`src/rtl/sema_gate_pkg.sv`:
```
// constants, field positions and types shared by the semaphore gate bank
// assumes a 32-bit APB4 slave with byte strobes and an 8-bit byte address
package sema_gate_pkg;

  localparam int unsigned GATE_COUNT      = 64;
  localparam int unsigned ADDR_W          = 8;

  // byte addresses and the reset-gate word index
  localparam logic [7:0]  GATE_BASE_ADDR  = 8'h00;
  localparam logic [7:0]  RESET_LOC_ADDR  = 8'h40;
  localparam logic [5:0]  RESET_LOC_WORD  = 6'h10;

  // gate register fields
  localparam int unsigned LOCK_STATE_LSB  = 0;
  localparam int unsigned DOMAIN_LSB      = 4;
  localparam logic [3:0]  FREE_CODE       = 4'h0;
  localparam logic [3:0]  MASTER_MAX      = 4'hF;
  localparam logic [1:0]  DOMAIN_RESET    = 2'h0;

  // reset-gate location fields
  localparam int unsigned PATTERN_LSB     = 0;
  localparam int unsigned SEQ_STATE_LSB   = 4;
  localparam int unsigned SELECTOR_LSB    = 8;
  localparam logic [7:0]  ARM_PATTERN     = 8'hE2;
  localparam logic [7:0]  FIRE_PATTERN    = 8'h1D;
  localparam logic [7:0]  SELECTOR_RESET  = 8'h00;
  localparam logic [3:0]  MASTER_RESET    = 4'h0;
  localparam logic [7:0]  GATE_LIMIT      = 8'h40;
  localparam logic [3:0]  HALF_WORD_STRB  = 4'h3;

  typedef enum logic [1:0] {
    SEQ_IDLE,
    SEQ_ARMED,
    SEQ_CLEAR
  } seq_state_e;

endpackage

```
`src/rtl/gate_clear_sequencer.sv`:
```
// two-write secure clear sequencer for the semaphore gate bank
// assumes wr_valid is a one-cycle pulse per committed 16-bit write
`timescale 1ns/100ps
`default_nettype none
module gate_clear_sequencer (
  // clock and reset
  input  wire logic                    pclk,
  input  wire logic                    presetn,
  // committed write to the reset-gate location
  input  wire logic                    wr_valid,
  input  wire logic [15:0]             wr_data,
  input  wire logic [3:0]              wr_master,
  // state seen by the gate bank and the read path
  output sema_gate_pkg::seq_state_e    clear_sequence_state,
  output logic      [3:0]              clear_requesting_master,
  output logic      [7:0]              clear_gate_selector
);
  import sema_gate_pkg::*;

  seq_state_e  next_state;
  logic [3:0]  next_master;
  logic [7:0]  next_selector;
  logic [7:0]  clear_pattern_byte;

  assign clear_pattern_byte = wr_data[PATTERN_LSB +: 8];

  always_comb begin
    next_state    = clear_sequence_state;
    next_master   = clear_requesting_master;
    next_selector = clear_gate_selector;
    if (wr_valid) begin
      next_master = wr_master;
    end
    case (clear_sequence_state)
      SEQ_IDLE: begin
        if (wr_valid && clear_pattern_byte == ARM_PATTERN) begin
          next_state = SEQ_ARMED;
        end
      end
      SEQ_ARMED: begin
        if (wr_valid) begin
          // mismatch just drops back, no error raised
          if (clear_pattern_byte == FIRE_PATTERN && wr_master == clear_requesting_master) begin
            next_state    = SEQ_CLEAR;
            next_selector = wr_data[SELECTOR_LSB +: 8];
          end else begin
            next_state = SEQ_IDLE;
          end
        end
      end
      SEQ_CLEAR: next_state = SEQ_IDLE;
      default:   next_state = SEQ_IDLE;
    endcase
  end

  always_ff @(posedge pclk or negedge presetn) begin
    if (!presetn) begin
      clear_sequence_state    <= SEQ_IDLE;
      clear_requesting_master <= MASTER_RESET;
      clear_gate_selector     <= SELECTOR_RESET;
    end else begin
      clear_sequence_state    <= next_state;
      clear_requesting_master <= next_master;
      clear_gate_selector     <= next_selector;
    end
  end

endmodule // gate_clear_sequencer
`default_nettype wire

```
`src/rtl/sema_gate_bank.sv`:
```
// bank of 64 hardware semaphore gates with a secure two-write clear
// assumes an APB4 master; master identity arrives beside the bus
//
// How it works
// - each gate keeps a 4-bit lock state in the low nibble of its byte
// - only processor masters change gates; checked with master index and data
// - a locked gate is freed only by its owner or the secure clear; software must release
// - data neither free code nor own lock code is a no-op
// - reads may span gates; multi-byte gate writes give pslverr, no change
// - state 0 is free, k+1 is locked by master index k
// - bits 5:4 show locking domain; 00 is domain 0 only when locked
// - bits 7:6 of gate and reset-gate registers read zero
// - wrong pattern or other master silently abandons the sequence
// - selector below 64 clears that gate, otherwise all gates
// - selector comes from the second write and reads back as last cleared
// - reset-gate reads show state, master, selector and change nothing
// - sequencer codes: 00 idle, 01 armed, 10 clear for one cycle
// - writing master is recorded on every processor half-word reset-gate write; must match
// - the pattern byte is write-only and only matched
//
// Implementation choice: the APB slave port.
`timescale 1ns/100ps
`default_nettype none
module sema_gate_bank (
  // clock and reset
  input  wire logic                              pclk,
  input  wire logic                              presetn,
  // apb slave
  input  wire logic                              psel,
  input  wire logic                              penable,
  input  wire logic                              pwrite,
  input  wire logic [sema_gate_pkg::ADDR_W-1:0]  paddr,
  input  wire logic [31:0]                       pwdata,
  input  wire logic [3:0]                        pstrb,
  output logic      [31:0]                       prdata,
  output logic                                   pready,
  output logic                                   pslverr,
  // identity of the master issuing the current transfer
  input  wire logic [3:0]                        master_index,
  input  wire logic [1:0]                        master_domain,
  input  wire logic                              master_is_processor
);
  import sema_gate_pkg::*;

  function automatic logic [3:0] lock_code(input logic [3:0] idx);
    lock_code = idx + 4'h1;
  endfunction

  function automatic logic [7:0] gate_byte(input logic [1:0] dom, input logic [3:0] st);
    gate_byte = {2'b00, dom, st};
  endfunction

  logic [3:0]  gate_lock_state [GATE_COUNT];
  logic [1:0]  locking_domain  [GATE_COUNT];
  logic [3:0]  next_lock_state [GATE_COUNT];
  logic [1:0]  next_domain     [GATE_COUNT];
  logic [31:0] next_prdata;
  logic        next_pready;
  logic        next_pslverr;
  logic [255:0] gates_flat;

  seq_state_e  clear_sequence_state;
  logic [3:0]  clear_requesting_master;
  logic [7:0]  clear_gate_selector;

  // decode
  logic        access;
  logic        commit;
  logic        is_gate_word;
  logic        is_reset_word;
  logic        unmapped;
  logic [2:0]  strb_count;
  logic        gate_multi;
  logic [5:0]  wr_idx;
  logic [7:0]  wr_byte;
  logic        gate_commit;
  logic        reset_commit;

  assign access        = psel && penable && !pready;
  assign commit        = psel && penable && pready;
  assign is_gate_word  = paddr < RESET_LOC_ADDR;
  assign is_reset_word = paddr[7:2] == RESET_LOC_WORD;
  assign unmapped      = !is_gate_word && !is_reset_word;
  assign strb_count    = 3'(pstrb[0]) + 3'(pstrb[1]) + 3'(pstrb[2]) + 3'(pstrb[3]);
  assign gate_multi    = pwrite && is_gate_word && strb_count > 3'd1;

  always_comb begin
    wr_idx  = {paddr[5:2], 2'b00};
    wr_byte = pwdata[7:0];
    for (int b = 0; b < 4; b++) begin
      if (pstrb[b]) begin
        wr_idx  = {paddr[5:2], 2'(b)};
        wr_byte = pwdata[8*b +: 8];
      end
    end
  end

  // only processors move gates or drive the clear sequence
  assign gate_commit  = commit && pwrite && is_gate_word && strb_count == 3'd1 && master_is_processor;
  assign reset_commit = commit && pwrite && is_reset_word && pstrb == HALF_WORD_STRB && master_is_processor;

  gate_clear_sequencer u_clear_seq (
    .pclk                    (pclk),
    .presetn                 (presetn),
    .wr_valid                (reset_commit),
    .wr_data                 (pwdata[15:0]),
    .wr_master               (master_index),
    .clear_sequence_state    (clear_sequence_state),
    .clear_requesting_master (clear_requesting_master),
    .clear_gate_selector     (clear_gate_selector)
  );

  // gate state
  always_comb begin
    for (int i = 0; i < GATE_COUNT; i++) begin
      next_lock_state[i] = gate_lock_state[i];
      next_domain[i]     = locking_domain[i];
    end
    if (gate_commit) begin
      if (wr_byte == {4'h0, FREE_CODE} && gate_lock_state[wr_idx] == lock_code(master_index)) begin
        next_lock_state[wr_idx] = FREE_CODE;
        next_domain[wr_idx]     = DOMAIN_RESET;
      end else if (wr_byte == {4'h0, lock_code(master_index)} && master_index != MASTER_MAX
                   && gate_lock_state[wr_idx] == FREE_CODE) begin
        next_lock_state[wr_idx] = lock_code(master_index);
        next_domain[wr_idx]     = master_domain;
      end
      // anything else is a no-op
    end
    if (clear_sequence_state == SEQ_CLEAR) begin
      for (int i = 0; i < GATE_COUNT; i++) begin
        if (clear_gate_selector >= GATE_LIMIT || clear_gate_selector == 8'(i)) begin
          next_lock_state[i] = FREE_CODE;
          next_domain[i]     = DOMAIN_RESET;
        end
      end
    end
  end

  always_ff @(posedge pclk or negedge presetn) begin
    if (!presetn) begin
      for (int i = 0; i < GATE_COUNT; i++) begin
        gate_lock_state[i] <= FREE_CODE;
        locking_domain[i]  <= DOMAIN_RESET;
      end
    end else begin
      for (int i = 0; i < GATE_COUNT; i++) begin
        gate_lock_state[i] <= next_lock_state[i];
        locking_domain[i]  <= next_domain[i];
      end
    end
  end

  // apb answer: one wait state, data and error registered on the same edge that pready rises
  always_comb begin
    next_pready  = access;
    next_prdata  = prdata;
    next_pslverr = pslverr;
    if (access) begin
      next_prdata  = 32'h0000_0000;
      next_pslverr = unmapped || gate_multi;
      if (!pwrite && is_gate_word) begin
        for (int b = 0; b < 4; b++) begin
          next_prdata[8*b +: 8] = gate_byte(locking_domain[{paddr[5:2], 2'(b)}],
                                            gate_lock_state[{paddr[5:2], 2'(b)}]);
        end
      end else if (!pwrite && is_reset_word) begin
        // pattern byte never reads back
        next_prdata[SELECTOR_LSB +: 8]  = clear_gate_selector;
        next_prdata[SEQ_STATE_LSB +: 2] = clear_sequence_state;
        next_prdata[3:0]                = clear_requesting_master;
      end
    end else if (commit) begin
      next_pslverr = 1'b0;
    end
  end

  always_ff @(posedge pclk or negedge presetn) begin
    if (!presetn) begin
      prdata  <= 32'h0000_0000;
      pready  <= 1'b0;
      pslverr <= 1'b0;
    end else begin
      prdata  <= next_prdata;
      pready  <= next_pready;
      pslverr <= next_pslverr;
    end
  end

  // flattened view for checks
  always_comb begin
    gates_flat = '0;
    for (int i = 0; i < GATE_COUNT; i++) begin
      gates_flat[4*i +: 4] = gate_lock_state[i];
    end
  end

  logic dom_ok;
  always_comb begin
    dom_ok = 1'b1;
    for (int i = 0; i < GATE_COUNT; i++) begin
      if (gate_lock_state[i] == FREE_CODE && locking_domain[i] != DOMAIN_RESET) begin
        dom_ok = 1'b0;
      end
    end
  end

  // selector as a gate index, for the single-gate clear check
  logic [5:0] sel_idx;
  assign sel_idx = clear_gate_selector[5:0];
endmodule // sema_gate_bank
`default_nettype wire

```
`config.mk`:
```
export PLATFORM = sky130hd
export DESIGN_NAME = sema_gate_bank
export DESIGN_NICKNAME = d
export VERILOG_FILES = /design/src/rtl/sema_gate_pkg.sv /design/src/rtl/gate_clear_sequencer.sv /design/src/rtl/sema_gate_bank.sv
export SDC_FILE = /design/constraint.sdc
export NUM_CORES = 2
export LEC_CHECK = 0
export BUFFER_PORTS_ARGS = -buffer_cell sky130_fd_sc_hd__buf_2
export CAP_MARGIN = 20
export CORE_MARGIN = 3
export CORE_UTILIZATION = 50
export DETAILED_ROUTE_END_ITERATION = 10
export GPL_ROUTABILITY_DRIVEN = 0
export HOLD_SLACK_MARGIN = 0.15
export PLACE_DENSITY_LB_ADDON = 0.25
export SETUP_SLACK_MARGIN = 0.4
export SYNTH_ARGS = -nofsm -noshare
export SYNTH_HDL_FRONTEND = slang
export SYNTH_SLANG_ARGS = --single-unit
export TNS_END_PERCENT = 10
```
`constraint.sdc`:
```
create_clock -name pclk -period 3.6 [get_ports pclk]
set_input_delay 0.36 -clock pclk [delete_from_list [all_inputs] [get_ports pclk]]
set_output_delay 0.36 -clock pclk [all_outputs]
set_load 0.02 [all_outputs]
```
==> impl_metrics.csv <==
group,metric,value,unit
run_status,outcome,"completed",
clock_tree,clock-sinks,426,
layout,fin_util,0.609,
clock_tree,clockBufferDepth,3,
power_and_ir_drop,clockPowerShare,0.467,
job,max-cap-violations,0,
floorplan,std_cell_rows,82,
setup_path,cp-end-kind,"register",
setup_path,reg2reg_from,"gate_lock_state[12]",
clock_tree,cts_buffers,46,
routing,vias,25500,
global_routing,grtUsageTotal,0.382,
sta,fmax,292,MHz
floorplan,pin_count,90,
synth,ys_seq_area_frac,0.416,
setup_path,r2r_setup_slack,180,ps
synth,synth_top_area_share,0.416,
setup_path,worstPathArrival,3880,ps
global_routing,overflow,0,
synth,synthArstFlopShare,1.00,
setup_path,path_class,"reg2reg",
layout,fillerInstances,4103,
sta,whs,184,ps
floorplan,die_y,232,µm
power_and_ir_drop,power_frac_seq,0.435,
synth,synth_cell_types,82,
sta,setup_tns,0,ps
place,placed_cell_area,28600,µm²
place,port_buffers,81,
power_and_ir_drop,total_leakage_power,13.4,nW
worst_hold_path,hold_path_depth,5,
routing,routedWlPerCell,28.7,µm
worst_hold_path,hp-class,"in2reg",
worst_hold_path,min_to,"u_clear_seq.clear_sequence_state[1]",
routing,drc,0,
sta,period_share,0.950,
synth,synth-edff-count,0,
synth,synth.area.top_cells,"dfrtp_1, mux4_2, a21oi_1",
power_and_ir_drop,swShare,0.255,
floorplan,core_area,50400,µm²
routing,drtPass1Iterations,6,
layout,final_area,30700,µm²
floorplan,start_util,0.509,
setup_path,worstPathRequired,4060,ps
synth,ys_ff_latch,426,
setup_path,reg2reg_to,"locking_domain[29]",
global_routing,grt_pass1_vias,24600,
sta,slew_violations,0,
clock_tree,cts_root_buffer,"clkbuf_16",
power_and_ir_drop,total_power,11.1,mW
clock_tree,clk_pin_slew_worst_paths,60,ps
clock_tree,clock_latency,600,ps
floorplan,die_area,54000,µm²
sta,grt_setup_unrepaired,"true",
synth,netlist_area,25600,µm²
place,dp_hpwl,74.7,mm
sta,final.min_clock_period,3420,ps
synth,synthCells,2734,
synth,syn_area_per_cell,9.37,µm²
floorplan,die_w,232,µm
global_routing,antenna_found_initial,6,
power_and_ir_drop,peakVddDrop,336,µV
sta,tightest_slew,1170,ps
global_routing,grt_pass1_wl,155,mm
routing,viasPerCell,6.97,
synth,yosysWarnings,0,
setup_path,critPathLaunchType,"register",
routing,routed_wl,105,mm
layout,areaGrowthSynthToFinish,19.7,%
synth,synth_flop_cell,"dfrtp_1",
power_and_ir_drop,switchingPower,2.82,mW
layout,final_layout_size_suffix_gt1_frac,0.229,
sta,skew,19.9,ps
routing,drt_iter0_markers,4358,
sta,setup_violations,0,
sta,hold_viol,0,
worst_hold_path,hp-start,"pwdata[3]",
routing,drtAntennaViolNets,0,
setup_path,r2r_cells,11,
power_and_ir_drop,comb_power_share,0.098,
layout,finalNetCount,3013,
synth,yosys.area.top_type,"dfrtp_1",
sta,max_slew_margin,0.223,
clock_tree,cts_htree_levels,2,
setup_path,crit_fanout,17,
power_and_ir_drop,power_density,361,nW/µm²
global_routing,grt_max_degree,95,
clock_tree,cts_tree,"yes",
power_and_ir_drop,intPower,8.27,mW
## cell usage in the layout (no fill, tap or decap), types with 47 or more instances in the layout
master / netlist / final
nor2_1: 397 / 394
nand2_1: 297 / 296
o21ai_0: 54 / 53
buf_2: 40 / 78
a31oi_1: 156 / 153
buf_12: 0 / 54
buf_4: 14 / 233
a21oi_1: 341 / 339
clkbuf_16: 0 / 50
o22ai_1: 47 / 47
and2_1: 75 / 74
mux4_2: 84 / 84
mux2i_1: 110 / 108
nand4_1: 94 / 94
o21bai_4: 47 / 48
dfrtp_1: 426 / 424
## metal layers
layer	global-route usage	vias to the layer above	wire length, µm
li1	-	10500	-
met2	0.562	2209	44500
met3	0.128	530	15100
met5	0	-	59
met1	0.489	12300	37000
met4	0.230	8	8170
## synth_stat cells, types with 29 or more instances
master / instances
nand3_1: 33
nor3_1: 29
dfrtp_1: 426
clkbuf_1: 128
o21bai_4: 47
mux4_2: 84
nand4_1: 94
nand2_1: 297
a221oi_1: 30
buf_2: 40
o21ai_0: 54
and2_1: 75
mux2_2: 38
mux2i_1: 110
o22ai_1: 47
nor2_1: 397
a21oi_1: 341
a31oi_1: 156
## power groups by stage
stage	combinational [mW]	sequential (mW)	clock, mW
2_1_floorplan	0.492	4.94	0
3_3_place_gp	0.996	4.91	0
3_5_place_dp	1.01	4.91	0
4_1_cts	1.04	4.82	5.17
5_1_grt	1.14	4.82	5.38
6_report	1.09	4.82	5.18
## layout make-up
type                    instances  area (µm²)  area share
multi-input cells            2082       14000       0.457
flip-flops and latches        426       10700       0.348
repair buffers                385        3460       0.113
clock buffers                  70        1460      0.0474
well taps                     672         841      0.0274
clock inverters                14         189     0.00616
inverters                      10        37.5     0.00122
diodes                          1        2.50   0.0000816
## sequential cells by signal (all words and copies together) (netlist names)
name,count
prdata,26
u_clear_seq.clear_requesting_master,4
gate_lock_state,256
pslverr,1
pready,1
locking_domain,128
u_clear_seq.clear_sequence_state,2
u_clear_seq.clear_gate_selector,8
## how the worst max path moves through the flow
stage | start | endpoint | slack [ps] | cells after the start
after detailed placement | paddr[2] | locking_domain[29] | -410 | 15
final | gate_lock_state[12] | locking_domain[29] | 180 | 11
after global placement | paddr[2] | locking_domain[93] | -410 | 15
after floorplan | pstrb[2] | locking_domain[78] | 400 | 14
after global routing | gate_lock_state[12] | locking_domain[126] | 180 | 11
after CTS | gate_lock_state[12] | locking_domain[126] | 260 | 11
## metrics by stage
step           setup WS, ps  instances
3_5_place_dp           -410       3550
4_1_cts                 257       3652
3_3_place_gp           -413       3550
5_1_grt                 184       3659
6_report                180       3660
2_1_floorplan           398       2739
## worst max-delay path: stages (launching register included)
cell	delay, ps
dfrtp_1	380
mux4_2	570
mux2_2	330
o32ai_4	260
a211oi_2	170
a21oi_2	210
o221ai_1	120
or4_4	500
buf_16	210
buf_12	170
a31oi_1	210
a21oi_1	120
## timing repair
item | 4_1_cts | 5_1_grt
hold buffers | 16 | 0
pin swaps | 0 | 8
endpoints found under the hold margin | 101 | 0
gates cloned | 0 | 1
resized for setup | 11 | 24
setup buffers | 2 | 6
endpoints found under the setup margin | 384 | 384
## cells by family (layout without fill, tap and decap cells)
logic type / count (synthesis) / in the layout / synth area share
fa+ha+maj: 6 / 6 / 0.00322
compound gates: 784 / 784 / 0.208
simple gates: 1040 / 1040 / 0.188
buf+inv: 231 / 479 / 0.0460
other cells: 1 / 7 / 0.000146
xor+xnor: 13 / 13 / 0.00444
flops: 426 / 426 / 0.416
mux: 233 / 233 / 0.134
No activity file was read; power rests on OpenSTA's default activity.
